## config.mk

```make
export PLATFORM = sky130hd
export DESIGN_NAME = indexed_register_access_port
export DESIGN_NICKNAME = d
export VERILOG_FILES = /design/src/core/index_port_pkg.sv /design/src/core/indexed_register_access_port.sv
export VERILOG_INCLUDE_DIRS = /design/src /design/src/core
export SDC_FILE = /design/constraint.sdc
export NUM_CORES = 1
export LEC_CHECK = 0
export BUFFER_PORTS_ARGS = -buffer_cell sky130_fd_sc_hd__buf_2
export CAP_MARGIN = 20
export CORE_MARGIN = 5
export CORE_UTILIZATION = 51
export DETAILED_ROUTE_END_ITERATION = 8
export PLACE_DENSITY = 0.67
export SKIP_LAST_GASP = 1
export SLEW_MARGIN = 20
export SYNTH_ARGS = -nofsm -noshare
export SYNTH_HDL_FRONTEND = slang
export SYNTH_SLANG_ARGS = --single-unit
```

## constraint.sdc

```tcl
create_clock -name clock -period 7.4 [get_ports clock]
set_clock_uncertainty 0.15 [all_clocks]
set_input_delay 1.48 -clock clock [delete_from_list [all_inputs] [get_ports clock]]
set_output_delay 1.48 -clock clock [all_outputs]
set_load 0.1 [all_outputs]
```

## src/core/index_port_defs.svh

```systemverilog
// offsets, field positions and index map constants for the indexed register port
`ifndef INDEX_PORT_DEFS_SVH
`define INDEX_PORT_DEFS_SVH
// ************************************************************
// host i/o addresses
// ************************************************************
`define IDX_ADDR_POINTER 10'h3e0
`define IDX_ADDR_WINDOW 10'h3e1
// ************************************************************
// pointer fields and reset
// ************************************************************
`define IDX_DEV_BIT 7
`define IDX_SOCK_BIT 6
`define IDX_REG_MSB 5
`define IDX_POINTER_RESET 8'h00
// ************************************************************
// index map, first socket numbers
// ************************************************************
`define IDX_CHIP_REV 6'h00
`define IDX_IF_STATUS 6'h01
`define IDX_PWR_CTRL 6'h02
`define IDX_INT_GEN_CTRL 6'h03
`define IDX_CARD_STAT_CHG 6'h04
`define IDX_MGMT_INT_CFG 6'h05
`define IDX_MAP_ENABLE 6'h06
`define IDX_IO_WIN_CTRL 6'h07
`define IDX_IO_WIN_FIRST 6'h08
`define IDX_IO_WIN_LAST 6'h0f
`define IDX_MEM_WIN0 6'h10
`define IDX_MEM_WIN1 6'h18
`define IDX_MEM_WIN2 6'h20
`define IDX_MEM_WIN3 6'h28
`define IDX_MEM_WIN_SPAN 6'h06
`define IDX_MISC_CTRL1 6'h16
`define IDX_FIFO_CTRL 6'h17
`define IDX_MISC_CTRL2 6'h1e
`define IDX_CHIP_INFO 6'h1f
`define IDX_ATA_CTRL 6'h26
`define IDX_SCRATCH 6'h27
`endif

```

## src/core/index_port_pkg.sv

```systemverilog
// types for the indexed register port
package index_port_pkg;
   typedef enum logic [1:0] {
      SEL_NONE = 2'b00,
      SEL_SOCKET = 2'b01,
      SEL_CHIP = 2'b10
   } loc_kind_t;
endpackage

```

## src/core/indexed_register_access_port.sv

```systemverilog
// indexed register access port: pointer at one i/o address, window at the next
//
// Operation
// - pointer at 3e0h, data window at 3e1h
// - pointer bits 5:0 pick register number
// - pointer bit 6 picks socket
// - bit 7 must match own device number
// - data access uses current pointer value
// - 128 locations, 64 per socket
// - 00h-3fh socket one, 40h-7fh socket two
// - pointer read back only on device zero
// - device one 16-bit read: upper byte data
// - revision, misc two, info are chip-wide
// - 02h-07h socket control registers
// - 08h-0fh i/o window start/end addresses
// - memory windows six bytes from 10h/18h/20h/28h
// - 16h,17h,26h,27h misc, fifo, ata, scratch
// - socket two register at index plus 40h
// - pointer clears when power good cycles
`timescale 1ns/1ns
`include "index_port_defs.svh"
module indexed_register_access_port
   import index_port_pkg::*;
#(
   parameter logic DEVICE_NUMBER = 1'b0,
   parameter logic [7:0] CHIP_REV_VALUE = 8'h00, // arbitrary value
   parameter logic [7:0] CHIP_INFO_VALUE = 8'h00 // arbitrary value
) (
   input wire logic clock,
   input wire logic rst_n,
   input wire logic power_ok_input,
   input wire logic [9:0] io_addr,
   input wire logic io_read,
   input wire logic io_write,
   input wire logic io_wide,
   input wire logic [7:0] io_wdata,
   output logic [15:0] io_rdata,
   output logic io_rdata_low_oe,
   output logic io_rdata_high_oe
);
   // ************************************************************
   // state
   // ************************************************************
   logic [7:0] pointer;
   logic [7:0] next_pointer;
   // window bytes, not reset: unknown until the host writes them
   logic [7:0] store [0:255];
   logic [15:0] next_rdata;
   logic next_low_oe;
   logic next_high_oe;
   logic [7:0] loc;
   loc_kind_t kind;
   logic hit_ptr;
   logic hit_win;
   logic dev_match;

   // classify a six bit register number
   function automatic loc_kind_t classify(input logic [5:0] n);
      loc_kind_t k;
      k = SEL_NONE;
      if (n == `IDX_CHIP_REV || n == `IDX_MISC_CTRL2 || n == `IDX_CHIP_INFO) begin
         k = SEL_CHIP;
      end else if (n >= `IDX_PWR_CTRL && n <= `IDX_IO_WIN_CTRL) begin
         k = SEL_SOCKET;
      end else if (n >= `IDX_IO_WIN_FIRST && n <= `IDX_IO_WIN_LAST) begin
         k = SEL_SOCKET;
      end else if ((n >= `IDX_MEM_WIN0 && n < `IDX_MEM_WIN0 + `IDX_MEM_WIN_SPAN)
                || (n >= `IDX_MEM_WIN1 && n < `IDX_MEM_WIN1 + `IDX_MEM_WIN_SPAN)
                || (n >= `IDX_MEM_WIN2 && n < `IDX_MEM_WIN2 + `IDX_MEM_WIN_SPAN)
                || (n >= `IDX_MEM_WIN3 && n < `IDX_MEM_WIN3 + `IDX_MEM_WIN_SPAN)) begin
         k = SEL_SOCKET;
      end else if (n == `IDX_MISC_CTRL1 || n == `IDX_FIFO_CTRL || n == `IDX_ATA_CTRL
                || n == `IDX_SCRATCH) begin
         k = SEL_SOCKET;
      end
      return k;
   endfunction

   // ************************************************************
   // decode
   // ************************************************************
   // address decode
   assign hit_ptr = (io_addr == `IDX_ADDR_POINTER);
   assign hit_win = (io_addr == `IDX_ADDR_WINDOW);
   assign dev_match = (pointer[`IDX_DEV_BIT] == DEVICE_NUMBER);
   assign kind = classify(pointer[`IDX_REG_MSB:0]);
   // socket bit forms upper part of location, except on chip-wide registers
   assign loc = (kind == SEL_CHIP) ? {2'b00, pointer[`IDX_REG_MSB:0]}
                                   : {1'b0, pointer[`IDX_SOCK_BIT], pointer[`IDX_REG_MSB:0]};

   // ************************************************************
   // pointer register
   // ************************************************************
   // host write to the pointer
   always_comb begin
      next_pointer = pointer;
      if (io_write && hit_ptr) begin
         next_pointer = io_wdata;
      end
   end

   // cleared by reset or power good low
   always_ff @(posedge clock) begin
      if (!rst_n || !power_ok_input) begin
         pointer <= `IDX_POINTER_RESET;
      end else begin
         pointer <= next_pointer;
      end
   end

   // window write stores only defined locations
   always_ff @(posedge clock) begin
      if (io_write && hit_win && dev_match && kind != SEL_NONE) begin
         store[loc] <= io_wdata;
      end
   end

   // ************************************************************
   // read path
   // ************************************************************
   always_comb begin
      logic [7:0] win;
      win = 8'h00;
      next_rdata = 16'h0000;
      next_low_oe = 1'b0;
      next_high_oe = 1'b0;
      if (kind == SEL_CHIP && pointer[`IDX_REG_MSB:0] == `IDX_CHIP_REV) begin
         win = CHIP_REV_VALUE;
      end else if (kind == SEL_CHIP && pointer[`IDX_REG_MSB:0] == `IDX_CHIP_INFO) begin
         win = CHIP_INFO_VALUE;
      end else if (kind != SEL_NONE) begin
         win = store[loc];
      end
      if (io_read && hit_ptr) begin
         // pointer read back on device zero
         if (DEVICE_NUMBER == 1'b0) begin
            next_low_oe = 1'b1;
            next_high_oe = io_wide && dev_match;
            // upper byte stays zero unless it is driven
            next_rdata = {next_high_oe ? win : 8'h00, pointer};
         // device one drives upper byte only
         end else if (io_wide && dev_match) begin
            next_rdata = {win, 8'h00};
            next_high_oe = 1'b1;
         end
      end else if (io_read && hit_win && dev_match) begin
         next_rdata = {8'h00, win};
         next_low_oe = 1'b1;
      end
   end

   // register the read answer and its drive enables
   always_ff @(posedge clock) begin
      if (!rst_n) begin
         io_rdata <= 16'h0000;
         io_rdata_low_oe <= 1'b0;
         io_rdata_high_oe <= 1'b0;
      end else begin
         io_rdata <= next_rdata;
         io_rdata_low_oe <= next_low_oe;
         io_rdata_high_oe <= next_high_oe;
      end
   end

   // ************************************************************
   // checks
   // ************************************************************
   // pointer, window and location map checks
   a_pointer_write_taken: assert property (@(posedge clock) disable iff (!rst_n)
      io_write && hit_ptr && power_ok_input |=> pointer == $past(io_wdata))
      else $error("pointer write lost");
   a_power_clears_pointer: assert property (@(posedge clock) disable iff (!rst_n)
      !power_ok_input |=> pointer == 8'h00)
      else $error("pointer not cleared");
   a_dev_one_no_low: assert property (@(posedge clock) disable iff (!rst_n)
      io_read && hit_ptr && DEVICE_NUMBER == 1'b1 |=> !io_rdata_low_oe)
      else $error("device one drove pointer");
   a_dev_one_high: assert property (@(posedge clock) disable iff (!rst_n)
      io_read && hit_ptr && io_wide && dev_match && DEVICE_NUMBER == 1'b1 |=> io_rdata_high_oe)
      else $error("device one upper byte missing");
   a_foreign_silent: assert property (@(posedge clock) disable iff (!rst_n)
      io_read && hit_win && !dev_match |=> !io_rdata_low_oe && !io_rdata_high_oe)
      else $error("answered other device");
   a_reserved_zero: assert property (@(posedge clock) disable iff (!rst_n)
      io_read && hit_win && dev_match && kind == SEL_NONE |=> io_rdata == 16'h0000 && io_rdata_low_oe)
      else $error("reserved read not zero");
   a_window_roundtrip: assert property (@(posedge clock) disable iff (!rst_n)
      io_write && hit_win && dev_match && kind == SEL_SOCKET ##1 io_read && hit_win && $stable(pointer)
      |=> io_rdata[7:0] == $past(io_wdata, 2))
      else $error("window data mismatch");
   a_chip_wide: assert property (@(posedge clock) disable iff (!rst_n)
      kind == SEL_CHIP |-> loc[7:6] == 2'b00)
      else $error("chip register split per socket");
   a_socket_offset: assert property (@(posedge clock) disable iff (!rst_n)
      kind == SEL_SOCKET && pointer[`IDX_SOCK_BIT] |-> loc == {2'b01, pointer[5:0]})
      else $error("socket two offset wrong");

   // read answer shape and pointer retention
   a_idle_quiet: assert property (@(posedge clock) disable iff (!rst_n)
      !(io_read && (hit_ptr || hit_win)) |=> !io_rdata_low_oe && !io_rdata_high_oe)
      else $error("answer without decoded read");
   a_dev_zero_readback: assert property (@(posedge clock) disable iff (!rst_n)
      io_read && hit_ptr && DEVICE_NUMBER == 1'b0 |=> io_rdata_low_oe && io_rdata[7:0] == $past(pointer))
      else $error("pointer read back wrong");
   a_pointer_hold: assert property (@(posedge clock) disable iff (!rst_n)
      !(io_write && hit_ptr) && power_ok_input |=> $stable(pointer))
      else $error("pointer changed without write");
   a_narrow_high_quiet: assert property (@(posedge clock) disable iff (!rst_n)
      io_read && hit_ptr && !io_wide |=> !io_rdata_high_oe && io_rdata[15:8] == 8'h00)
      else $error("upper byte on narrow read");
   a_chip_rev_read: assert property (@(posedge clock) disable iff (!rst_n)
      io_read && hit_win && dev_match && kind == SEL_CHIP && pointer[`IDX_REG_MSB:0] == `IDX_CHIP_REV
      |=> io_rdata[7:0] == CHIP_REV_VALUE)
      else $error("revision read wrong");
endmodule // indexed_register_access_port

```

## After elaboration in Yosys (flattened, before gate mapping)

Memories as Yosys holds them, arrays and structs flattened.
Index checks and enable logic that the tools add are counted.

| storage, ports and cells | value |
|---|---|
| memories | 1 |
| bits of input ports | 24 |
| output and inout port bits | 18 |
| register bits | 26 |
| bits in writable memories | 2048 |

| operators by class | value |
|---|---|
| bitwise gates (word level) | 1 |
| equality and inequality tests | 9 |
| muxes and demuxes | 16 |
| $lt $le $gt $ge | 12 |
| reductions and logical operators | 30 |

Memory list:

| memory | depth | bits a word | rd ports | clocked after memory_dff | wr ports | line | text |
|---|---|---|---|---|---|---|---|
| store | 256 | 8 | 1 | 0 | 1 | indexed_register_access_port.sv:47 | `logic [7:0] store [0:255];` |

Operators by type and width:

| operator | number |
|---|---|
| $mux 8 | 5 |
| $eq 6x5->1 const B | 4 |
| $eq 10x10->1 const B | 2 |
| $logic_and 1x1->1 | 16 |
| $mux 16 | 1 |
| $eq 6x6->1 const B | 2 |
| $ge 6x5->1 const B | 2 |
| $ge 6x6->1 const B | 2 |
| $lt 6x5->1 const B | 2 |
| $lt 6x6->1 const B | 2 |
| $logic_or 1x1->1 | 9 |
| $mux 1 | 8 |
| $mux 7 | 1 |
| $ge 6x2->1 const B | 1 |
| $ge 6x4->1 const B | 1 |
| $le 6x3->1 const B | 1 |
| $le 6x4->1 const B | 1 |
| $logic_not 6->1 | 1 |
| $eq 2x2->1 const B | 1 |
| $logic_not 1->1 | 2 |
| $mux 2 | 1 |
| $reduce_and 2->1 | 1 |
| $reduce_bool 2->1 | 1 |
| $not 1->1 | 1 |

## Longest topological paths before layout

Gate-level depths: netlist of the first run.
An unclocked memory read counts as a cell.

| depth | value |
|---|---|
| depth after elaboration | 17 |
| mapped depth | 13 |
| depth with buffers taken out | 7 |

## Worst setup path after synthesis of the first run

Ideal clock, no wire load.

| timing path | value |
|---|---|
| path type | in2reg |
| from | in io_addr[1] |
| to | mem store[31][0], enable pin |
| arrival | 3290 ps |
| stages | 7 |
| slack | 3575 ps |
| path buffers | 0 |
| cells stage by stage | nor3_1 nor4bb_1 nand2_1 nor2_1 and2_1 nand3_1 nor3b_1 |

| between the ends | value |
|---|---|
| word-level cells in the longest chain between the ends | 6 |

RTL lines:

| item | line | text |
|---|---|---|
| start: declaration | indexed_register_access_port.sv:32 | `input wire logic [9:0] io_addr,` |
| $eq 10x10->1 (no source line) | - |  |
| $logic_and 1x1->1 (3 in a row) | indexed_register_access_port.sv:113 | `if (io_write && hit_win && dev_match && kind != SEL_NONE) begin` |
| $mux 1 | indexed_register_access_port.sv:113 |  |
| $mux 1 (not written as such) | indexed_register_access_port.sv:114 | `store[loc] <= io_wdata;` |
| end: declaration | indexed_register_access_port.sv:47 |  |

Every way passes these cells.

## Worst setup path in the final report of the first run

| timing path | value |
|---|---|
| from | in io_addr[1] |
| to | mem store[87][2], enable pin |

Same word-level chain as after synthesis.

==> impl_metrics.tcl, run 1 <==
set metrics [dict create \
    period_minus_slack_ns 4.30 \
    async_flop_share 0 \
    cts_hold_buffers 0 \
    finalHoldWorstSlack_ns 0.383 \
    worst_pin_slew_ns 0.981 \
    ys_seq_area_frac 0.768 \
    grt-ovfl-total 0 \
    drt_iter0_drc 2152 \
    synthesis.yosys.warnings 0 \
    ys_top_cells_by_area "edfxtp_1 75%, mux4_2 13%, mux2i_1 2.3%" \
    nets 2252 \
    gr-usage-all-layers 0.222 \
    n_fill_cell 5682 \
    max_freq_mhz 232 \
    hold_viol_final 0 \
    cts_buffer_depth 3 \
    row_count 102 \
    worstSetupEndpointType "flip-flop" \
    power.total_uw 11900 \
    vias 19606 \
    dp_hpwl_um 55100 \
    cts-htree-levels 3 \
    drcViolationCount 0 \
    grt_max_degree 136 \
    final.period_utilization 0.582 \
    p_clk_frac 0.435 \
    synth_edf_count 992 \
    yosysMostFrequentCell "edfxtp_1" \
    power_frac_seq 0.548 \
    syn_area_mm2 0.0395 \
    power_density_mw_per_mm2 263 \
    synth_common_cells "992 x edfxtp_1, 229 x mux4_2, 115 x nor2_1, 92 x mux2i_1, 51 x a22oi_1" \
    wl_per_cell_um 27.2 \
    cts_root_buf "clkbuf_16" \
    dr.pass1.iters 6 \
    globalplace.congestion 0.861 \
    dieArea_mm2 0.0831 \
    grt_pass1_wl_um 134000 \
    synthCells 1859 \
    criticalPathCategory "primary input to flip-flop" \
    slew_viol_final 0 \
    critPathLaunchType "primary input" \
    max_cap_violations 0 \
    cts_sinks 1018 \
    wirelength_um 91400 \
    p_sw_uw 2330 \
    cts_setup_buffers 0 \
    finalSetupViolations 0 \
    synth-seq-cells 1018 \
    syn_avg_cell_area_um2 21.2 \
    seq_area_mm2 0.0303 \
    fp.dieW_um 288 \
    antenna_found_initial 1 \
    clock_latency_ns 0.66 \
    cts_tree "yes" \
    die_h_um 288 \
    intPower_uw 9530 \
    ctsResizeCount 0 \
    ir_drop_mv 0.183 \
    tns_ns 0 \
    rsz0062_at_grt "false" \
    grt_pass1_vias 19857 \
    cp.arrival_ns 4.42 \
    cp_data_required_time_ns 7.52 \
    multi_input_comb_area_mm2 0.00954 \
    yosysUniqueCellTypes 55 \
    sw_frac_of_total 0.197 \
    syn2layout_area_growth_pct 14.1 \
    crit_path_max_fanout 8 \
    hold_path.class "flip-flop to flip-flop" \
    synth_top_cell_area_share 0.755 \
    slew_headroom 0.329 \
    yosysTopAreaCell "edfxtp_1" \
    portBuffers 41 \
    initial_core_util 0.512 \
    cts_made_buffers 99 \
    layout-drive-gt1-share 0.205 \
    clkSlewWorstSetupHoldPaths_ns 0.06 \
    p_comb_frac 0.017 \
    io_pins 42 \
    synthFlopType "edfxtp_1" \
    viasPerCell 5.85 \
    postRouteAntennaNets 0 \
    core_mm2 0.0771 \
    p_leak_uw 0.0143 \
    status "complete, no violations" \
]
[per-layer routing]
layer,up-vias,routed length [um],global-route usage
met5,-,13,0
met4,2,3040,0.0768
met3,177,9080,0.0605
met2,996,43200,0.344
met1,10219,36000,0.311
li1,8212,-,-
[per-stage QoR]
step                      utilization  instance area [um2]  std cells  worst slack (ns)
final                           0.584                45100       3354              3.10
after global routing            0.584                45000       3353              2.97
after CTS                       0.584                45000       3353              3.13
after detailed placement        0.541                41700       3167              2.50
after global placement          0.541                41700       3167              2.64
after floorplan                     -                40600       2154              3.58
[cell usage in the layout, fill, tap and decap left out, types with 11 or more instances in the layout]
cell,instances
bufinv_16,12
edfxtp_1,992
a21oi_1,22
dfxtp_1,22
clkinv_2,13
nor2b_1,14
mux4_2,229
nand2_1,46
nor2_1,114
nand3_1,24
clkbuf_1,19
buf_2,33
buf_4,39
clkbuf_16,101
clkinv_1,18
conb_1,296
a22oi_1,51
mux2i_1,92
a221oi_1,11
[sequential cells by signal, indices dropped and copies added, names as in the netlist]
register,count
pointer,8
io_rdata,16
store,992
io_rdata_high_oe,1
io_rdata_low_oe,1
[final cells by class]
class,instances,share of cell area
flip-flops and latches,1018,0.673
clock inverters,58,0.0142
clock buffers,128,0.0601
multi-input cells,1030,0.212
inverters,3,0.000250
repair buffers,76,0.0117
well taps,1040,0.0289
diodes,1,0.0000555
[critical path, cell delays in order]
cell	delay [ns]
buf_2	0.10
nor3_1	0.15
nor4bb_1	0.31
nand2_1	0.13
nor2_1	0.50
and2_1	0.28
nand3_1	0.61
nor2_1	0.86
[logic make-up after synthesis]
group	Yosys count	share of synthesized area
simple gates	257	0.0306
mux	324	0.155
flops	1018	0.768
compound gates	153	0.0276
buf+inv	106	0.0190
other cells	1	0.0000950
[power groups by stage]
stage | Sequential [uW] | Combinational (uW) | Clock [uW]
after floorplan | 6610 | 74.6 | 0
after global placement | 6620 | 203 | 0
after detailed placement | 6630 | 207 | 0
after CTS | 6500 | 206 | 5230
after global routing | 6510 | 229 | 5490
final | 6500 | 207 | 5160
[final timing paths]
| path | startpoint | endpoint | slack (ns) | depth (start not counted) |
|---|---|---|---|---|
| hold / removal | pointer[7] | io_rdata_low_oe | 0.38 | 1 |
| setup / recovery | io_addr[1] | store[87][2] | 3.10 | 8 |
| setup reg to reg | pointer[3] | store[87][2] | 3.10 | 8 |
| hold reg to reg | pointer[7] | io_rdata_low_oe | 0.38 | 1 |
Power figures use the tool's default switching activity.
==> inputs of run 2 (changes only) <==
--- a/config.mk
+++ b/config.mk
@@ -6,6 +6,7 @@
 export SDC_FILE = /design/constraint.sdc
 export NUM_CORES = 1
 export LEC_CHECK = 0
+export ABC_AREA = 1
 export BUFFER_PORTS_ARGS = -buffer_cell sky130_fd_sc_hd__buf_2
 export CAP_MARGIN = 20
 export CORE_MARGIN = 5
==> constraint.sdc (replaced) <==
create_clock -name clock -period 4.1 [get_ports clock]
set_clock_uncertainty 0.15 [all_clocks]
set_input_delay 0.82 -clock clock [delete_from_list [all_inputs] [get_ports clock]]
set_output_delay 0.82 -clock clock [all_outputs]
set_load 0.1 [all_outputs]
==> run 2 against run 1 <==
Against the previous run:
- die area increased by 4.7%
- register-to-register slack lost 2.7 ns
- combinational power rose by 100%
- final area grew 7.3%
==> impl_metrics.tcl, run 2 <==
set metrics [dict create \
    status "complete, no violations" \
    layout_common_cells "1008 x edfxtp_1, 968 x nand2_1, 617 x nor2_1" \
    postRouteAntennaNets 0 \
    max_cap_violations 0 \
    initial_core_util 0.514 \
    synth_top_cell_area_share 0.731 \
    period_minus_slack_ns 3.73 \
    tns_ns 0 \
    seq_area_mm2 0.0308 \
    multi_input_comb_area_mm2 0.0100 \
    viasPerCell 5.33 \
    dieArea_mm2 0.0870 \
    p_leak_uw 0.0195 \
    ys_seq_area_frac 0.744 \
    finalHoldWorstSlack_ns 0.254 \
    cts_setup_buffers 0 \
    core_mm2 0.0805 \
    gr-usage-all-layers 0.245 \
    syn2layout_area_growth_pct 16.7 \
    cp-startpoint "pointer[5]" \
    final_common_cell "edfxtp_1" \
    slew_viol_final 0 \
    r2r_slack_ns 0.37 \
    row_count 104 \
    cts_tree "yes" \
    yosysMostFrequentCell "edfxtp_1" \
    ir_drop_mv 0.377 \
    dp_hpwl_um 64700 \
    drcViolationCount 0 \
    placed_area_mm2 0.0451 \
    top_regs "store (1008), io_rdata (16), pointer (8)" \
    worst_pin_slew_ns 1.00 \
    synth_common_cells "1008 x edfxtp_1, 969 x nand2_1, 620 x nor2_1, 307 x o21ai_0, 272 x inv_1" \
    finalSetupViolations 0 \
    hold_path.class "primary input to flip-flop" \
    syn_area_mm2 0.0414 \
    synthesis.yosys.warnings 0 \
    final.period_utilization 0.910 \
    criticalPathCategory "flip-flop to flip-flop" \
    power_density_mw_per_mm2 444 \
    clock_latency_ns 0.66 \
    cp.arrival_ns 3.87 \
    grt_max_degree 104 \
    reg2reg_depth 8 \
    wirelength_um 108000 \
    synthFlopType "edfxtp_1" \
    cts_sinks 1034 \
    cts-htree-levels 3 \
    rr_endpoint "store[107][5]" \
    max_freq_mhz 268 \
    yosysTopAreaCell "edfxtp_1" \
    dr.pass1.iters 6 \
    ctsResizeCount 0 \
    crit_path_max_fanout 8 \
    async_flop_share 0 \
    cts_buffer_depth 3 \
    die_h_um 295 \
    wl_per_cell_um 20.8 \
    clkSlewWorstSetupHoldPaths_ns 0.06 \
    globalplace.congestion 0.915 \
    grt_pass1_vias 26578 \
    cts_made_buffers 103 \
    fp.dieW_um 295 \
    cp_data_required_time_ns 4.24 \
    io_pins 42 \
    cts_hold_buffers 0 \
    synth-seq-cells 1034 \
    yosysUniqueCellTypes 29 \
    cts_root_buf "clkbuf_16" \
    cp-endpoint "store[107][5]" \
    antenna_found_initial 1 \
    synth_edf_count 1008 \
    portBuffers 41 \
    layout-drive-gt1-share 0.0915 \
    drt_iter0_drc 3485 \
    syn_avg_cell_area_um2 11.5 \
    hold_viol_final 0 \
    grt_pass1_wl_um 160000 \
    slew_headroom 0.331 \
    power.total_uw 21400 \
    ys_top_cells_by_area "edfxtp_1 73%, nand2_1 8.8%, nor2_1 5.6%" \
    synthCells 3592 \
    r2r_start "pointer[5]" \
    regMostFlops "store" \
    rsz0062_at_grt "false" \
    worstSetupEndpointType "flip-flop" \
    grt-ovfl-total 0 \
    critPathLaunchType "flip-flop" \
    nets 4084 \
    n_fill_cell 6424 \
    vias 27722 \
    design_area_mm2 0.0483 \
    largest_reg_flops 1008 \
]
[run 2: cell types whose count changed after synthesis, sizes merged, moves of 11 or more]
cell    previous run  this run
nand2             46       971
nor2             116       623
o21ai             17       311
inv                3       278
mux4             229         0
o22ai              6       107
mux2i             92         0
clkbuf            22        77
a22oi             51        14
nor2b             17         0
edfxtp           992      1008
buf               81        93
a221oi            11         0
[run 2: metrics by stage]
stage,util,setup WS (ns),std cells
2_1_floorplan,-,1.14,3903
3_3_place_gp,0.560,0.163,5015
3_5_place_dp,0.560,0.128,5015
4_1_cts,0.600,0.513,5201
5_1_grt,0.600,0.330,5201
6_report,0.600,0.371,5202
[run 2: power by group]
part           internal [uW]  switching (uW)  total (uW)
sequential             11900            61.4       11900
combinational           80.8             340         421
clock                   5300            3790        9090
[run 2: layout make-up]
type / count / share of cell area
multi-input cells: 2420 / 0.208
diodes: 1 / 0.0000518
well taps: 1060 / 0.0274
flip-flops and latches: 1034 / 0.637
inverters: 279 / 0.0218
clock inverters: 55 / 0.0107
clock buffers: 131 / 0.0565
repair buffers: 222 / 0.0383
[run 2: routing by layer]
layer	vias up	share of wire	global-route usage
li1	12782	-	-
met2	1444	0.46	0.387
met5	-	0	0
met1	13280	0.40	0.339
met4	0	0.035	0.0842
met3	216	0.11	0.0576
[run 2: worst min-delay path by stage]
stage / start / end / slack [ns] / cells past startpoint
6_report: io_wide / io_rdata_high_oe / 0.25 / 3
5_1_grt: io_wide / io_rdata_high_oe / 0.29 / 3
4_1_cts: io_wide / io_rdata_high_oe / 0.23 / 3
3_5_place_dp: pointer[7] / io_rdata[7] / 0.33 / 2
3_3_place_gp: pointer[7] / io_rdata[7] / 0.33 / 2
2_1_floorplan: pointer[6] / pointer[6] / 0.29 / 2
[run 2: cell families after synthesis]
| group | after synthesis | synth area share |
|---|---|---|
| buf+inv | 449 | 0.0431 |
| other cells | 1 | 0.0000906 |
| simple gates | 1644 | 0.152 |
| flops | 1034 | 0.744 |
| compound gates | 464 | 0.0609 |
[run 2: critical path, cell delays in order, from the launching register on]
cell	delay [ns]
dfxtp_1	0.37
nor2_1	0.52
nand3_1	0.24
nand2_1	0.16
a31oi_1	0.06
or3_1	0.55
nor2_2	0.24
nand2_1	0.37
nor2_1	0.69
